<file path="config.mk">
export PLATFORM = sky130hd
export DESIGN_NAME = esf_status_bank
export DESIGN_NICKNAME = d
export VERILOG_FILES = /design/src/logic/esf_pkg.sv /design/src/logic/esf_sticky_flags.sv /design/src/logic/esf_code_pick.sv /design/src/logic/esf_status_bank.sv
export SDC_FILE = /design/constraint.sdc
export NUM_CORES = 1
export LEC_CHECK = 0
export BUFFER_PORTS_ARGS = -buffer_cell sky130_fd_sc_hd__buf_4
export CAP_MARGIN = 15
export CORE_UTILIZATION = 45
export DETAILED_ROUTE_END_ITERATION = 16
export PLACE_DENSITY = 0.78
export SETUP_SLACK_MARGIN = 0.5
export SYNTH_ARGS = -nofsm -noshare
export SYNTH_HDL_FRONTEND = slang
export SYNTH_SLANG_ARGS = --single-unit
</file>
<file path="constraint.sdc">
create_clock -name clk -period 3.2 [get_ports clk]
set_input_delay 0.32 -clock clk [delete_from_list [all_inputs] [get_ports clk]]
set_output_delay 0.32 -clock clk [all_outputs]
set_load 0.03 [all_outputs]
</file>
<file path="src/logic/esf_pkg.sv">
// Package with register map, field positions, reset values and types of the error/status bank.
package esf_pkg;
   localparam int unsigned ADDR_W = 12;
   // Register indices; byte address is four times the index.
   localparam logic [9:0] IDX_TERM     = 10'h18a;
   localparam logic [9:0] IDX_CODE     = 10'h190;
   localparam logic [9:0] IDX_FATAL    = 10'h191;
   localparam logic [9:0] IDX_NONFATAL = 10'h192;
   localparam logic [9:0] IDX_CTRL     = 10'h1a0;
   localparam logic [9:0] IDX_LIMIT    = 10'h1a1;
   localparam logic [9:0] IDX_ISTAT    = 10'h1a2;
   localparam logic [9:0] IDX_IMASK    = 10'h1a3;
   // Fatal word bits.
   localparam int unsigned FAT_ALARM    = 6;
   localparam int unsigned FAT_CYCLE    = 8;
   localparam int unsigned FAT_PROG     = 9;
   localparam int unsigned FAT_IOSET    = 10;
   localparam int unsigned FAT_MISMATCH = 11;
   localparam int unsigned FAT_DUP      = 13;
   localparam int unsigned FAT_IOBUS    = 14;
   localparam int unsigned FAT_MEM      = 15;
   // Non-fatal word bits.
   localparam int unsigned NF_MMON    = 5;
   localparam int unsigned NF_SPIO    = 6;
   localparam int unsigned NF_CPUBUS  = 7;
   localparam int unsigned NF_CMWDT   = 8;
   localparam int unsigned NF_SETUP   = 10;
   localparam int unsigned NF_CMFATAL = 14;
   localparam int unsigned NF_ALARM   = 15;
   // Control, interrupt fields.
   localparam int unsigned CTRL_CLR     = 0;
   localparam int unsigned CTRL_ROLE    = 1;
   localparam int unsigned INT_FATAL    = 0;
   localparam int unsigned INT_NONFATAL = 1;
   localparam int unsigned INT_W        = 2;
   localparam logic [3:0]  MAX_MOTION_MODULES = 4'h4;
   // Reset values.
   localparam logic [15:0]      RST_CODE  = 16'h0000;
   localparam logic [15:0]      RST_LIMIT = 16'hffff;
   localparam logic [INT_W-1:0] RST_MASK  = 2'h0;
   localparam logic [15:0]      RST_FLAGS = 16'h0000;
   // System error codes are the base OR-ed with the flag bit number.
   localparam logic [15:0] CODE_FATAL_BASE    = 16'h0080;
   localparam logic [15:0] CODE_NONFATAL_BASE = 16'h0040;
   // Fatal conditions after which the controller halts.
   localparam logic [15:0] FATAL_STOP_MASK = 16'hc240;
   typedef enum logic {ESF_RUN = 1'b0, ESF_HALT = 1'b1} esf_run_t;
endpackage : esf_pkg

</file>
<file path="src/logic/esf_sticky_flags.sv">
// Bank of sticky flag bits where a set always wins over a clear.
`timescale 1ns/1ns
`default_nettype none
module esf_sticky_flags
   import esf_pkg::*;
#(
   parameter int unsigned W = 16
) (
   input  wire logic         clk,
   input  wire logic         reset,
   input  wire logic [W-1:0] setBits,
   input  wire logic [W-1:0] clrBits,
   output var  logic [W-1:0] flags
);
   typedef struct packed {
      logic [W-1:0] flag_reg;
   } esf_sticky_t;

   esf_sticky_t st;
   esf_sticky_t st_next;

   logic [W-1:0] flag_next;

   // Each bit is independent, so a per-bit loop keeps the set-over-clear priority local.
   for (genvar i = 0; i < W; i++) begin : g_bit
      assign flag_next[i] = setBits[i] | (st.flag_reg[i] & ~clrBits[i]);
   end

   always_comb begin
      st_next          = st;
      st_next.flag_reg = flag_next;
   end

   always_ff @(posedge clk or posedge reset) begin
      if (reset) begin
         st <= '0;
      end else begin
         st <= st_next;
      end
   end

   assign flags = st.flag_reg;
endmodule : esf_sticky_flags
`default_nettype wire

</file>
<file path="src/logic/esf_code_pick.sv">
// Chooses the error code to record from the newly raised fatal and non-fatal flags.
`timescale 1ns/1ns
`default_nettype none
module esf_code_pick
   import esf_pkg::*;
(
   input  wire logic [15:0] newFatal,
   input  wire logic [15:0] newNonfatal,
   input  wire logic [15:0] fatalAlarmCode,
   input  wire logic [15:0] nonfatalAlarmCode,
   output var  logic        codeValid,
   output var  logic [15:0] codeValue
);
   function automatic logic [3:0] top_bit(input logic [15:0] v);
      logic [3:0] idx;
      idx = 4'h0;
      for (int k = 0; k < 16; k++) begin
         if (v[k]) begin
            idx = 4'(k);
         end
      end
      return idx;
   endfunction : top_bit

   logic [3:0] fIdx;
   logic [3:0] nIdx;

   // A fatal error outranks a non-fatal one raised in the same cycle.
   always_comb begin
      fIdx      = top_bit(newFatal);
      nIdx      = top_bit(newNonfatal);
      codeValid = |{newFatal, newNonfatal};
      codeValue = RST_CODE;
      if (|newFatal) begin
         if (fIdx == 4'(FAT_ALARM)) begin
            codeValue = fatalAlarmCode;
         end else begin
            codeValue = CODE_FATAL_BASE | {12'h000, fIdx};
         end
      end else if (|newNonfatal) begin
         if (nIdx == 4'(NF_ALARM)) begin
            codeValue = nonfatalAlarmCode;
         end else begin
            codeValue = CODE_NONFATAL_BASE | {12'h000, nIdx};
         end
      end
   end
endmodule : esf_code_pick
`default_nettype wire

</file>
<file path="src/logic/esf_status_bank.sv">
// Error, flag and terminal link status bank with APB register access and interrupt.
`timescale 1ns/1ns
`default_nettype none
module esf_status_bank
   import esf_pkg::*;
(
   input  wire logic              clk,
   input  wire logic              reset,
   // APB slave.
   input  wire logic              psel,
   input  wire logic              penable,
   input  wire logic              pwrite,
   input  wire logic [ADDR_W-1:0] paddr,
   input  wire logic [31:0]       pwdata,
   output var  logic [31:0]       prdata,
   output var  logic              pready,
   output var  logic              pslverr,
   // Operator terminal link.
   input  wire logic              terminalLinkMode,
   input  wire logic [7:0]        terminalActive,
   input  wire logic              priorityValid,
   input  wire logic [2:0]        priorityUnit,
   // Alarm instructions.
   input  wire logic              fatalAlarmExec,
   input  wire logic [15:0]       fatalAlarmCode,
   input  wire logic              nonfatalAlarmExec,
   input  wire logic [15:0]       nonfatalAlarmCode,
   // Fatal detectors.
   input  wire logic              cycleDone,
   input  wire logic [15:0]       cycleTimeMeas,
   input  wire logic              programInvalid,
   input  wire logic [3:0]        motionModuleCount,
   input  wire logic              ioModelMismatch,
   input  wire logic              cpuBusUnitDup,
   input  wire logic              specialIoUnitDup,
   input  wire logic              basicIoWordDup,
   input  wire logic              ioBusTransferErr,
   input  wire logic              memoryErr,
   // Non-fatal detectors.
   input  wire logic              motionModuleSysErr,
   input  wire logic              specialIoExchErr,
   input  wire logic              cpuBusExchErr,
   input  wire logic              coordWatchdogTimeout,
   input  wire logic              setupParamErr,
   input  wire logic              coordFatalErr,
   // Results.
   output var  logic              stopOperation,
   output var  logic              errIndicator,
   output var  logic              irq
);
   typedef struct packed {
      logic [31:0]      prdata_reg;
      logic [15:0]      term_reg;
      logic [15:0]      code_reg;
      logic             role_reg;
      logic [15:0]      limit_reg;
      logic [INT_W-1:0] imask_reg;
      logic [INT_W-1:0] icapt_reg;
      esf_run_t         run_reg;
   } esf_bank_t;

   esf_bank_t st;
   esf_bank_t st_next;

   function automatic logic hit(input logic [ADDR_W-1:0] a, input logic [9:0] idx);
      return a[ADDR_W-1:2] == idx;
   endfunction : hit

   logic [15:0]      fatalSet;
   logic [15:0]      nonfatalSet;
   logic [15:0]      fatalFlags;
   logic [15:0]      nonfatalFlags;
   logic [15:0]      clearAll;
   logic [INT_W-1:0] intSet;
   logic [INT_W-1:0] intClr;
   logic [INT_W-1:0] intStatus;
   logic             codeValid;
   logic [15:0]      codeValue;
   logic             mapped;
   logic             setupRd;
   logic             accWr;
   logic             accRd;
   logic             errClear;

   // Detector mapping onto the fatal word.
   always_comb begin
      fatalSet               = '0;
      fatalSet[FAT_ALARM]    = fatalAlarmExec;
      fatalSet[FAT_CYCLE]    = cycleDone && (cycleTimeMeas > st.limit_reg);
      fatalSet[FAT_PROG]     = programInvalid;
      fatalSet[FAT_IOSET]    = motionModuleCount > MAX_MOTION_MODULES;
      fatalSet[FAT_MISMATCH] = ioModelMismatch;
      fatalSet[FAT_DUP]      = cpuBusUnitDup | specialIoUnitDup | basicIoWordDup;
      fatalSet[FAT_IOBUS]    = ioBusTransferErr;
      fatalSet[FAT_MEM]      = memoryErr;
   end

   // Detector mapping onto the non-fatal word.
   always_comb begin
      nonfatalSet             = '0;
      nonfatalSet[NF_MMON]    = motionModuleSysErr;
      nonfatalSet[NF_SPIO]    = specialIoExchErr;
      nonfatalSet[NF_CPUBUS]  = cpuBusExchErr;
      nonfatalSet[NF_CMWDT]   = st.role_reg & coordWatchdogTimeout;
      nonfatalSet[NF_SETUP]   = setupParamErr;
      nonfatalSet[NF_CMFATAL] = st.role_reg & coordFatalErr;
      nonfatalSet[NF_ALARM]   = nonfatalAlarmExec;
   end

   // APB decode; every access completes without wait states.
   always_comb begin
      mapped   = hit(paddr, IDX_TERM) | hit(paddr, IDX_CODE) | hit(paddr, IDX_FATAL) |
                 hit(paddr, IDX_NONFATAL) | hit(paddr, IDX_CTRL) | hit(paddr, IDX_LIMIT) |
                 hit(paddr, IDX_ISTAT) | hit(paddr, IDX_IMASK);
      setupRd  = psel & ~penable & ~pwrite;
      accWr    = psel & penable & pwrite & mapped;
      accRd    = psel & penable & ~pwrite & mapped;
      errClear = accWr & hit(paddr, IDX_CTRL) & pwdata[CTRL_CLR];
      clearAll = {16{errClear}};
      pready   = 1'b1;
      pslverr  = psel & penable & ~mapped;
   end

   esf_sticky_flags #(
      .W       (16)
   ) u_fatal (
      .clk     (clk),
      .reset   (reset),
      .setBits (fatalSet),
      .clrBits (clearAll),
      .flags   (fatalFlags)
   );

   esf_sticky_flags #(
      .W       (16)
   ) u_nonfatal (
      .clk     (clk),
      .reset   (reset),
      .setBits (nonfatalSet),
      .clrBits (clearAll),
      .flags   (nonfatalFlags)
   );

   // Interrupt events are fresh flag rises; a status read clears only the bits it returned,
   // so an event landing between setup and access is kept for the next read.
   always_comb begin
      intSet               = '0;
      intSet[INT_FATAL]    = |(fatalSet & ~fatalFlags);
      intSet[INT_NONFATAL] = |(nonfatalSet & ~nonfatalFlags);
      intClr               = (accRd && hit(paddr, IDX_ISTAT)) ? st.icapt_reg : '0;
   end

   esf_sticky_flags #(
      .W       (INT_W)
   ) u_int (
      .clk     (clk),
      .reset   (reset),
      .setBits (intSet),
      .clrBits (intClr),
      .flags   (intStatus)
   );

   esf_code_pick u_code (
      .newFatal          (fatalSet & ~fatalFlags),
      .newNonfatal       (nonfatalSet & ~nonfatalFlags),
      .fatalAlarmCode    (fatalAlarmCode),
      .nonfatalAlarmCode (nonfatalAlarmCode),
      .codeValid         (codeValid),
      .codeValue         (codeValue)
   );

   always_comb begin
      st_next = st;
      st_next.term_reg[7:0] = terminalLinkMode ? terminalActive : 8'h00;
      st_next.term_reg[15:8] = 8'h00;
      if (terminalLinkMode && priorityValid) begin
         st_next.term_reg[8 + 32'(priorityUnit)] = 1'b1;
      end
      if (codeValid) begin
         st_next.code_reg = codeValue;
      end
      // Halt follows a stopping fatal error; an error clear resumes unless one recurs.
      case (st.run_reg)
         ESF_RUN: begin
            if (|(fatalSet & FATAL_STOP_MASK)) begin
               st_next.run_reg = ESF_HALT;
            end
         end
         ESF_HALT: begin
            if (errClear && !(|(fatalSet & FATAL_STOP_MASK))) begin
               st_next.run_reg = ESF_RUN;
            end
         end
         default: begin
            st_next.run_reg = ESF_HALT;
         end
      endcase
      if (accWr && hit(paddr, IDX_CTRL)) begin
         st_next.role_reg = pwdata[CTRL_ROLE];
      end
      if (accWr && hit(paddr, IDX_LIMIT)) begin
         st_next.limit_reg = pwdata[15:0];
      end
      if (accWr && hit(paddr, IDX_IMASK)) begin
         st_next.imask_reg = pwdata[INT_W-1:0];
      end
      // Read data is captured in the setup cycle; status words ignore writes.
      if (setupRd) begin
         st_next.prdata_reg = 32'h0000_0000;
         st_next.icapt_reg  = '0;
         if (hit(paddr, IDX_TERM)) begin
            st_next.prdata_reg = {16'h0000, st.term_reg};
         end else if (hit(paddr, IDX_CODE)) begin
            st_next.prdata_reg = {16'h0000, st.code_reg};
         end else if (hit(paddr, IDX_FATAL)) begin
            st_next.prdata_reg = {16'h0000, fatalFlags};
         end else if (hit(paddr, IDX_NONFATAL)) begin
            st_next.prdata_reg = {16'h0000, nonfatalFlags};
         end else if (hit(paddr, IDX_CTRL)) begin
            st_next.prdata_reg = {30'h0000_0000, st.role_reg, 1'b0};
         end else if (hit(paddr, IDX_LIMIT)) begin
            st_next.prdata_reg = {16'h0000, st.limit_reg};
         end else if (hit(paddr, IDX_ISTAT)) begin
            st_next.prdata_reg = {30'h0000_0000, intStatus};
            st_next.icapt_reg  = intStatus;
         end else if (hit(paddr, IDX_IMASK)) begin
            st_next.prdata_reg = {30'h0000_0000, st.imask_reg};
         end
      end
   end

   always_ff @(posedge clk or posedge reset) begin
      if (reset) begin
         st.prdata_reg <= 32'h0000_0000;
         st.term_reg   <= RST_FLAGS;
         st.code_reg   <= RST_CODE;
         st.role_reg   <= 1'b0;
         st.limit_reg  <= RST_LIMIT;
         st.imask_reg  <= RST_MASK;
         st.icapt_reg  <= '0;
         st.run_reg    <= ESF_RUN;
      end else begin
         st <= st_next;
      end
   end

   assign prdata        = st.prdata_reg;
   assign stopOperation = (st.run_reg == ESF_HALT);
   assign errIndicator  = fatalFlags[FAT_MEM];
   assign irq           = |(intStatus & st.imask_reg);
endmodule : esf_status_bank
`default_nettype wire

</file>
After elaboration in Yosys (flattened, before gate mapping)
Cells that the tools add are included.
W data, S select, Z words.

word-level totals
  word-level logic and storage cells = 182
  register bits after elaboration = 120
  bits of input ports = 130

operators by class
  reduce and logical (&&, ||, !) cells = 14
  multiplexer cells = 57
  equality and inequality tests = 10
  bitwise logic cells = 85
  $lt $le $gt $ge = 4
  $add $sub $neg = 1

operators by type and width
  operator               number
  $mux W16               11
  $mux W4                22
  $eq A10 B9 Y1 const B  8
  $and A1 B1 Y1          46
  $and A16 B16 Y16       2
  $not A16 Y16           2
  $reduce_or A16 Y1      2
  $reduce_or A32 Y1      1
  $or A1 B1 Y1           26
  $mux W2                12
  $gt A16 B16 Y1         1
  $or A8 B16 Y16         1
  $mux W3                4
  $logic_and A1 B1 Y1    8
  $mux W8                1
  $not A1 Y1             7
  $add A4 B3 Y5 const A  1
  $ge A5 B1 Y1 const B   1
  $lt A5 B5 Y1 const B   1
  $mux W1                5
  $demux W1 S4           1
  $eq A4 B3 Y1 const B   1
  $eq A4 B4 Y1 const B   1
  $gt A4 B3 Y1 const B   1
  5 further kinds        5

Logic depth before layout (Yosys ltp)
Gate-level depths: netlist of run 1.

  depth after elaboration = 21
  mapped depth = 9
  mapped depth without buffers = 8

By module
Synthesis of run 1 repeated with hierarchy kept, for this count alone.

unflattened totals
  cell total of the unflattened synthesis = 636
  area total of the unflattened synthesis = 5,977.0 sq um

by module, submodules not included
  module                          instances  area an instance (sq um)  sequential area each (sq um)  cells an instance
  esf_status_bank                 1          4,172.8                   1,771.7                       448
  esf_sticky_flags (u_fatal ...)  2          584.3                     400.4                         49
  esf_code_pick                   1          559.3                     0.0                           83
  esf_sticky_flags (u_int)        1          76.3                      50.0                          7

Least setup slack after synthesis of run 1
Ideal clock, no wire load.

  path kind = reg2reg
  from = reg st[20] (netlist bit)
  to = reg st[26] (netlist bit)
  buffers on the path = 1
  clock period less this slack = 2.400 ns
  path slack = 0.800 ns
  data required time = 3.064 ns
  cell stages (with the launch flop) = 9
  arrival time = 2.264 ns
  setup time = 0.136 ns
  cell sequence = dfstp_2 inv_1 ha_1 nand4_1 or3_1 a311o_1 nand2_1 clkbuf_1 nor3_1

on the way
  cells in the longest elaborated chain, start to end = 14
  elaborated cells on any way between the ends = 16

ends and longest elaborated chain
  item                     line                    text
  start, declared          esf_status_bank.sv:62   esf_bank_t st;
  start signal, assigned   esf_status_bank.sv:243  st <= st_next;
  $gt A16 B16 Y1 (*)       esf_status_bank.sv:89   fatalSet[FAT_CYCLE] = cycleDone && (cycleTimeMeas > st.limit_reg);
  $logic_and A1 B1 Y1 (*)  esf_status_bank.sv:89
  $and A16 B16 Y16 (*)     esf_status_bank.sv:164  .newFatal (fatalSet & ~fatalFlags),
  $mux W4 (8 in series)    esf_code_pick.sv:18     if (v[k]) begin
  $eq A4 B3 Y1             esf_code_pick.sv:35     if (fIdx == 4'(FAT_ALARM)) begin
  $mux W16                 esf_code_pick.sv:35
  $mux W16                 esf_code_pick.sv:34     if (|newFatal) begin

Every way passes the cells marked *; elsewhere a longest branch is shown, timed or not.
A chain may end at the register's enable or synchronous reset.

Worst setup path in the final report of run 1
  from = reg st[20] (netlist bit)
  to = reg st[33] (netlist bit)

The elaborated chain is that of the path after synthesis.

==> results.md, run 1 <==
- Sequential cell area fraction in the yosys report: 0.491
- Hold_buf cts: 0
- Gate count of the mapped netlist: 504
- EDFF count, synth: 0
- Area leader, netlist: sky130_fd_sc_hd__dfrtp_1
- Horizontal die dimension: approximately 110 um
- Met3 layer usage reported by global route: 0.0383
- Final routed wire length divided by cell count: 18.5 um
- Worst Path Arrival: 2790 ps
- ANT cells: 0
- Fraction of layout cells with a size suffix above 1: 0.334
- Most heavily used metal layer in global routing: met2
- Kind of cell with the highest combined delay on the critical path: simple AND/OR/NAND/NOR gates
- WP data required: 3420 ps
- Half-perimeter wire length after placement: around 11000 um
- Share of Yosys cell area claimed by the top area cell type: 0.413
- Post-Place Cells: 752
- Count of final setup violators: 0
- Met1 GRT Util: 0.309
- Cell Rows: 39
- Detailed-route via count: 4456
- Library cell used as clock root buffer: sky130_fd_sc_hd__clkbuf_16
- Total core area: around 11000 um^2
- Most common cell in the netlist: sky130_fd_sc_hd__dfrtp_1
- Avg Cell Area, Syn: 10.6 um^2
- Period utilization: 0.801
- Post-route worst hold slack: 69.6 ps
- Largest register by flop count: st
- Largest net degree at the start of global routing: 49
- CP cell instances: inv_1 > ha_1 > nand4_1 > or3_1 > a311o_2 > nand2_2 > nor3_1
- I/O pin total: roughly 170
- TritonCTS clock tree: yes
- Number of vias per cell: 5.79
- # clock sinks: 104
- Number of search-and-repair iterations in the first detailed-routing pass: 5
- Top area cells in the synthesized netlist: sky130_fd_sc_hd__dfrtp_1 (41%), sky130_fd_sc_hd__dfstp_2 (7.9%), sky130_fd_sc_hd__buf_4 (4.8%)
- Worst hold-check path type: primary input to async pin
- Number of buffers on the longest clock path: 2
- Summed instance area of the synthesized netlist: 5340 um^2
- Number of flip-flops in the largest register: 53
- Number of I/O port buffers: 131
- Total grt overflow: 0
- DR iter-0 viols: roughly 380
- Worst path max stage delay: 560 ps
- Final worst clock skew: about 5.4 ps
- Number of global-route vias before repair: roughly 4500
- Clock-pin slew of the registers on the worst-case setup and hold paths: 70 ps
- Primary flip-flop cell chosen by synthesis mapping: sky130_fd_sc_hd__dfrtp_1
- Synth warn: 0
- Placer's final routability congestion estimate: 0.915
- Total die area: between 10000 and 15000 um^2
- Antenna viol nets, final: 0
- Actual transition at the worst max-transition pin: between 900 and 1000 ps
- Critical path class: flip-flop to flip-flop
- Count of endpoints failing hold in the final timing report: 0
- Post-layout nets: 767
- DIE HEIGHT: 111 um
- Most used standard cells in the synthesized netlist: sky130_fd_sc_hd__dfrtp_1 (88), sky130_fd_sc_hd__nor2_1 (40), sky130_fd_sc_hd__buf_4 (34)
- Initial Util: 0.465
- Setup crit start kind: flip-flop
- Synth unique cells: 58
- Wire length of the first global-routing pass: 23000 um
- H-tree levels: 3
- Number of antenna violations at the first check in global routing: 0
- Crit path max fanout: 13
- RSZ-0062 raised after global routing: no
- Number of buffers and inverters on the critical path: 1
- Power density over the cells: 458 nW/um^2
- Worst max-slew margin expressed relative to the limit: 0.345
- Post-route insts no fill: between 700 and 800
- Area growth from synthesis to layout: 24.9%
- Final routed DRC violation total: 0
- Register bit total from synthesis: 104
- Insertion delay of the later-clocked pin in the worst-skew pair: 350 ps
- Shortest clock period the worst path allows after layout: ~2600 ps
- Critical-path top delay cell: sky130_fd_sc_hd__dfstp_2
- Leak Pwr: 3.04 nW
- Post-synthesis async set-or-reset flop share: 1.00
- Number of maximum-capacitance violations: 0
- Type of destination of the critical path: flip-flop
- Setup_tns: 0 ps
- Final wirelength: 14300 um
- Worst vdd rail ir drop: 0.252 mV
- Final slew viol count: 0
- Total clock buffers created by CTS: 9
- Run status: completed
- Fill cell instance count of the final layout: 971
- F_max: between 300 and 400 MHz
- Global-route total usage across every layer: 0.240
- Met2 track demand over resource: 0.400
==> path summary, 6_finish.rpt <==
check                                    startpoint                  end  slack (ps)  cells after the start
worst max-delay path                         st[20]               st[33]         640                      7
worst max register to register               st[20]               st[33]         640                      7
min in group clk                 motionModuleSysErr  u_nonfatal.flags[5]         150                      2
max in group asynchronous                     reset            prdata[4]        2550                      4
worst min register to register  u_nonfatal.flags[0]  u_nonfatal.flags[0]         490                      1
worst min-delay path                          reset               st[19]          70                      2
==> layer usage <==
layer  part of all wire  vias up
li1                   -     2026
met1               0.40     2199
met2               0.51      204
met3              0.067       27
met4              0.027        0
met5                  0        -
==> layout make-up <==
class / count / area, um^2 / area share
clock buffer: 9 / 225 / 0.0338
clock inverter: 7 / 78.8 / 0.0118
inverter: 25 / 97.6 / 0.0146
multi-input combinational: 336 / 2350 / 0.353
sequential: 104 / 2620 / 0.393
tap: 143 / 179 / 0.0268
timing repair buffer: 145 / 1110 / 0.167
==> power breakdown <==
group          internal (mW)  total [mW]  switching, mW
registers               1.39        1.45         0.0593
clock network          0.617        1.14          0.519
logic                  0.214       0.465          0.250
==> cell families (layout without fill, tap and decap cells) <==
group | Yosys count | after routing | synth area share
simple gates | 156 | 156 | 0.160
buf+inv | 79 | 186 | 0.0818
mux | 23 | 23 | 0.0570
fa+ha+maj | 16 | 16 | 0.0375
compound gates | 124 | 124 | 0.171
flops | 104 | 104 | 0.491
other cells | 2 | 17 | 0.00141
==> cells in the final DEF (no fill, tap or decap), types with 14 or more instances in the layout <==
cell / n
sky130_fd_sc_hd__nor2_1: 40
sky130_fd_sc_hd__buf_4: 143
sky130_fd_sc_hd__nor3_1: 18
sky130_fd_sc_hd__a21oi_1: 17
sky130_fd_sc_hd__ha_1: 16
sky130_fd_sc_hd__and2_1: 26
sky130_fd_sc_hd__dfstp_2: 16
sky130_fd_sc_hd__conb_1: 17
sky130_fd_sc_hd__nand2_1: 24
sky130_fd_sc_hd__a222oi_1: 14
sky130_fd_sc_hd__inv_1: 24
sky130_fd_sc_hd__dfrtp_1: 88
sky130_fd_sc_hd__a22oi_1: 18
sky130_fd_sc_hd__a31oi_1: 16
==> worst reg2reg max path: stages (launching register included) <==
cell	delay [ps]
sky130_fd_sc_hd__dfstp_2	560
sky130_fd_sc_hd__inv_1	50
sky130_fd_sc_hd__ha_1	310
sky130_fd_sc_hd__nand4_1	230
sky130_fd_sc_hd__or3_1	450
sky130_fd_sc_hd__a311o_2	460
sky130_fd_sc_hd__nand2_2	270
sky130_fd_sc_hd__nor3_1	110
==> repair_timing <==
item,4_1_cts,5_1_grt
buffers inserted,0,0
pin swaps,0,0
cloned,0,0
resized for setup,2,1
endpoints found under the setup margin,13,4
==> per-stage QoR <==
| stage | utilization | instance area [um^2] | total power, mW | setup WS (ps) |
|---|---|---|---|---|
| global route | 0.581 | 6670 | 3.16 | 523 |
| CTS | 0.579 | 6640 | 3.05 | 645 |
| finish | 0.581 | 6670 | 3.05 | 637 |
| detailed placement | 0.552 | 6330 | 1.93 | 331 |
| global placement | 0.552 | 6330 | 1.92 | 461 |
| floorplan | - | 5400 | 1.75 | 800 |
(Power assumes the default switching activity.)
==> run 2, diff against run 1 <==
- clock period: 3.2 -> 2.2 ns (I/O delays scaled with it)
==> run 2 against run 1 <==
Compared with the run above: the flow now finishes with violations (setup timing); clock skew about the same; sequential power up 45%; register-to-register slack worse by 870 ps; largest power group unchanged.
==> results.md, run 2 (synthesized netlist as in run 1, its figures left out) <==
- Number of maximum-capacitance violations: 0 (unchanged)
- Worst hold-check path type: primary input to async pin
- Critical path class: flip-flop to flip-flop
- Final wirelength: 14800 um (+3.9%)
- Clock-pin slew of the registers on the worst-case setup and hold paths: 70 ps (about the same)
- Number of flip-flops in the largest register: 53 (unchanged)
- Total grt overflow: 0 (unchanged)
- Seq. cell area: 2620 um^2 (unchanged)
- Top library cells by usage in the layout, fill and taps aside: sky130_fd_sc_hd__buf_4 (174), sky130_fd_sc_hd__dfrtp_1 (88), sky130_fd_sc_hd__nor2_1 (40)
- RSZ-0062 raised after global routing: yes
- Worst vdd rail ir drop: 0.391 mV (+55%)
- Initial Util: 0.465 (unchanged)
- Period utilization: 1.11 (+0.307)
- Number of global-route vias before repair: 4672 (+4.1%)
- Int Power: 3.29 mW (+48%)
- Largest net degree at the start of global routing: 38 (-22%)
- DR iter-0 viols: 361 (-4.2%)
- Largest register by flop count: st
- Post-route insts no fill: 805 (+4.7%)
- Actual transition at the worst max-transition pin: 791 ps (-190 ps)
- Final core utilization: 0.630 (+0.0482)
- Worst Path Arrival: 2650 ps (-140 ps)
- P_sw: 1.16 mW (+40%)
- Shortest clock period the worst path allows after layout: 2440 ps (-125 ps)
- Final WS setup: -238 ps (-875 ps)
- Detailed-route via count: 4587 (+2.9%)
- Worst max-slew margin expressed relative to the limit: 0.472 (+0.127)
- Post-Place Cells: 776 (+3.2%)
- H-tree levels: 3 (unchanged)
- Fill cell instance count of the final layout: 890 (-8.3%)
- Share of power burned in the clock network: 0.362 (-0.010)
- Area growth from synthesis to layout: 35.3%
- Setup_tns: -3420 ps (-3420 ps)
- Power density over the cells: 616 nW/um^2 (+35%)
- Crit path max fanout: 5 (-8)
- Total core area: 11500 um^2 (unchanged)
- Horizontal die dimension: 111 um (unchanged)
- Minimum setup slack after placement: -399 ps (-730 ps)
- Final routed DRC violation total: 0 (unchanged)
- Fraction of layout cells with a size suffix above 1: 0.424 (+0.0906)
- Cell Rows: 39 (unchanged)
- Insertion delay of the later-clocked pin in the worst-skew pair: 340 ps (about the same)
- DIE HEIGHT: 111 um (unchanged)
- Sw Ratio: 0.261 (-0.0106)
- Post-layout total power: 4.45 mW (+46%)
- Final slew viol count: 0 (unchanged)
- # clock sinks: 104 (unchanged)
- Post-layout nets: 803 (+4.7%)
- Leak Pwr: 3.29 nW (+8.4%)
- Total die area: 12300 um^2 (unchanged)
- Number of buffers on the longest clock path: 2 (unchanged)
- Final routed wire length divided by cell count: 18.4 um (-0.71%)
- Relative contribution of sequential cells to total power: 0.473 (-0.002)
- Leading cell type in the layout, fill and taps excluded: sky130_fd_sc_hd__buf_4
- ANT cells: 0 (unchanged)
- Count of final setup violators: 18 (+18)
- Placer's final routability congestion estimate: 0.883 (-3.4%)
- Global-route total usage across every layer: 0.242 (+0.00181)
- Library cell used as clock root buffer: sky130_fd_sc_hd__clkbuf_16
- Number of search-and-repair iterations in the first detailed-routing pass: 5 (unchanged)
- Antenna viol nets, final: 0 (unchanged)
- Combinational cell fraction of total power: 0.165 (+0.013)
- Area of the multi-input gates: 2590 um^2 (+10%)
- Number of antenna violations at the first check in global routing: 0 (unchanged)
- Failing checks: setup timing
- Wire length of the first global-routing pass: 23500 um (+2.3%)
- Worst Reg-to-Reg Cells: 9 (+2)
- Count of endpoints failing hold in the final timing report: 0 (unchanged)
- TritonCTS clock tree: yes
- Hold_buf cts: 0 (unchanged)
- Type of destination of the critical path: flip-flop
- Total clock buffers created by CTS: 9 (unchanged)
- F_max: 410 MHz (+5.1%)
- WP data required: 2410 ps (-1010 ps)
- Number of I/O port buffers: 131 (unchanged)
- I/O pin total: 167 (unchanged)
- Half-perimeter wire length after placement: 10900 um (+2.9%)
- Setup crit start kind: flip-flop
- Final worst clock skew: 5.73 ps (+0.329 ps)
- Run status: complete, but fails checks
- Number of vias per cell: 5.70 (-1.7%)
-- run 2: cell types whose count changed in the layout (fill, tap and decap cells not counted), moves of 2 or more --
cell	previous run	this run
sky130_fd_sc_hd__inv_1	24	17
sky130_fd_sc_hd__ha_4	0	8
sky130_fd_sc_hd__a21oi_1	17	15
sky130_fd_sc_hd__o21ai_0	13	10
sky130_fd_sc_hd__buf_4	143	174
sky130_fd_sc_hd__nor3_2	1	14
sky130_fd_sc_hd__ha_1	16	8
sky130_fd_sc_hd__o21ai_1	0	3
sky130_fd_sc_hd__buf_6	0	3
sky130_fd_sc_hd__a21oi_2	0	2
sky130_fd_sc_hd__inv_2	0	7
sky130_fd_sc_hd__nor3_1	18	5
-- run 2: per-layer routing --
metal,up-vias,wire (um),global-route usage
met5,-,0,0
met4,0,359,0.0818
met3,28,970,0.0432
met2,206,7190,0.403
met1,2257,6310,0.318
li1,2096,-,-
-- run 2: final timing paths --
kind	startpoint	endpoint	slack, ps
hold reg to reg	u_fatal.flags[12]	u_fatal.flags[12]	490
max in group asynchronous	reset	st[9]	1480
hold / removal	reset	st[37]	20
min in group clk	specialIoExchErr	u_nonfatal.flags[6]	70
setup reg to reg	st[6]	st[23]	-240
setup / recovery	st[6]	st[23]	-240
-- run 2: worst max-delay path: stages (launching register included) --
cell	delay, ps
sky130_fd_sc_hd__dfstp_2	540
sky130_fd_sc_hd__inv_2	50
sky130_fd_sc_hd__ha_4	260
sky130_fd_sc_hd__nor2b_4	130
sky130_fd_sc_hd__o211ai_1	80
sky130_fd_sc_hd__a2111o_1	430
sky130_fd_sc_hd__a311o_2	470
sky130_fd_sc_hd__buf_4	170
sky130_fd_sc_hd__nand4_1	70
sky130_fd_sc_hd__a22oi_1	110
-- run 2: power groups by stage --
| stage | Combinational, mW | Clock (mW) | Sequential [mW] |
|---|---|---|---|
| after floorplan | 0.455 | 0 | 2.10 |
| after global placement | 0.661 | 0 | 2.13 |
| after detailed placement | 0.681 | 0 | 2.13 |
| after CTS | 0.710 | 1.64 | 2.10 |
| after global routing | 0.789 | 1.72 | 2.11 |
| final | 0.732 | 1.61 | 2.10 |
-- run 2: stage by stage --
stage               hold WS [ps]  area, um^2
CTS                         46.2        7060
global route                71.7        7220
finish                      23.9        7220
detailed placement           407        6560
global placement             387        6560
floorplan                    291        5450
-- run 2: cell type report --
class | count | area share
multi-input cells | 336 | 0.359
clock inverters | 6 | 0.00936
inverters | 25 | 0.0135
repair buffers | 181 | 0.197
flip-flops and latches | 104 | 0.363
well taps | 143 | 0.0248
clock buffers | 10 | 0.0331
-- run 2: timing repair --
action | in CTS | in global routing
gates cloned | 0 | 1
endpoints found under the hold margin | 0 | 0
setup endpoints to repair | 49 | 30
gates resized for setup | 21 | 23
pin swaps | 12 | 16
setup buffers | 9 | 3
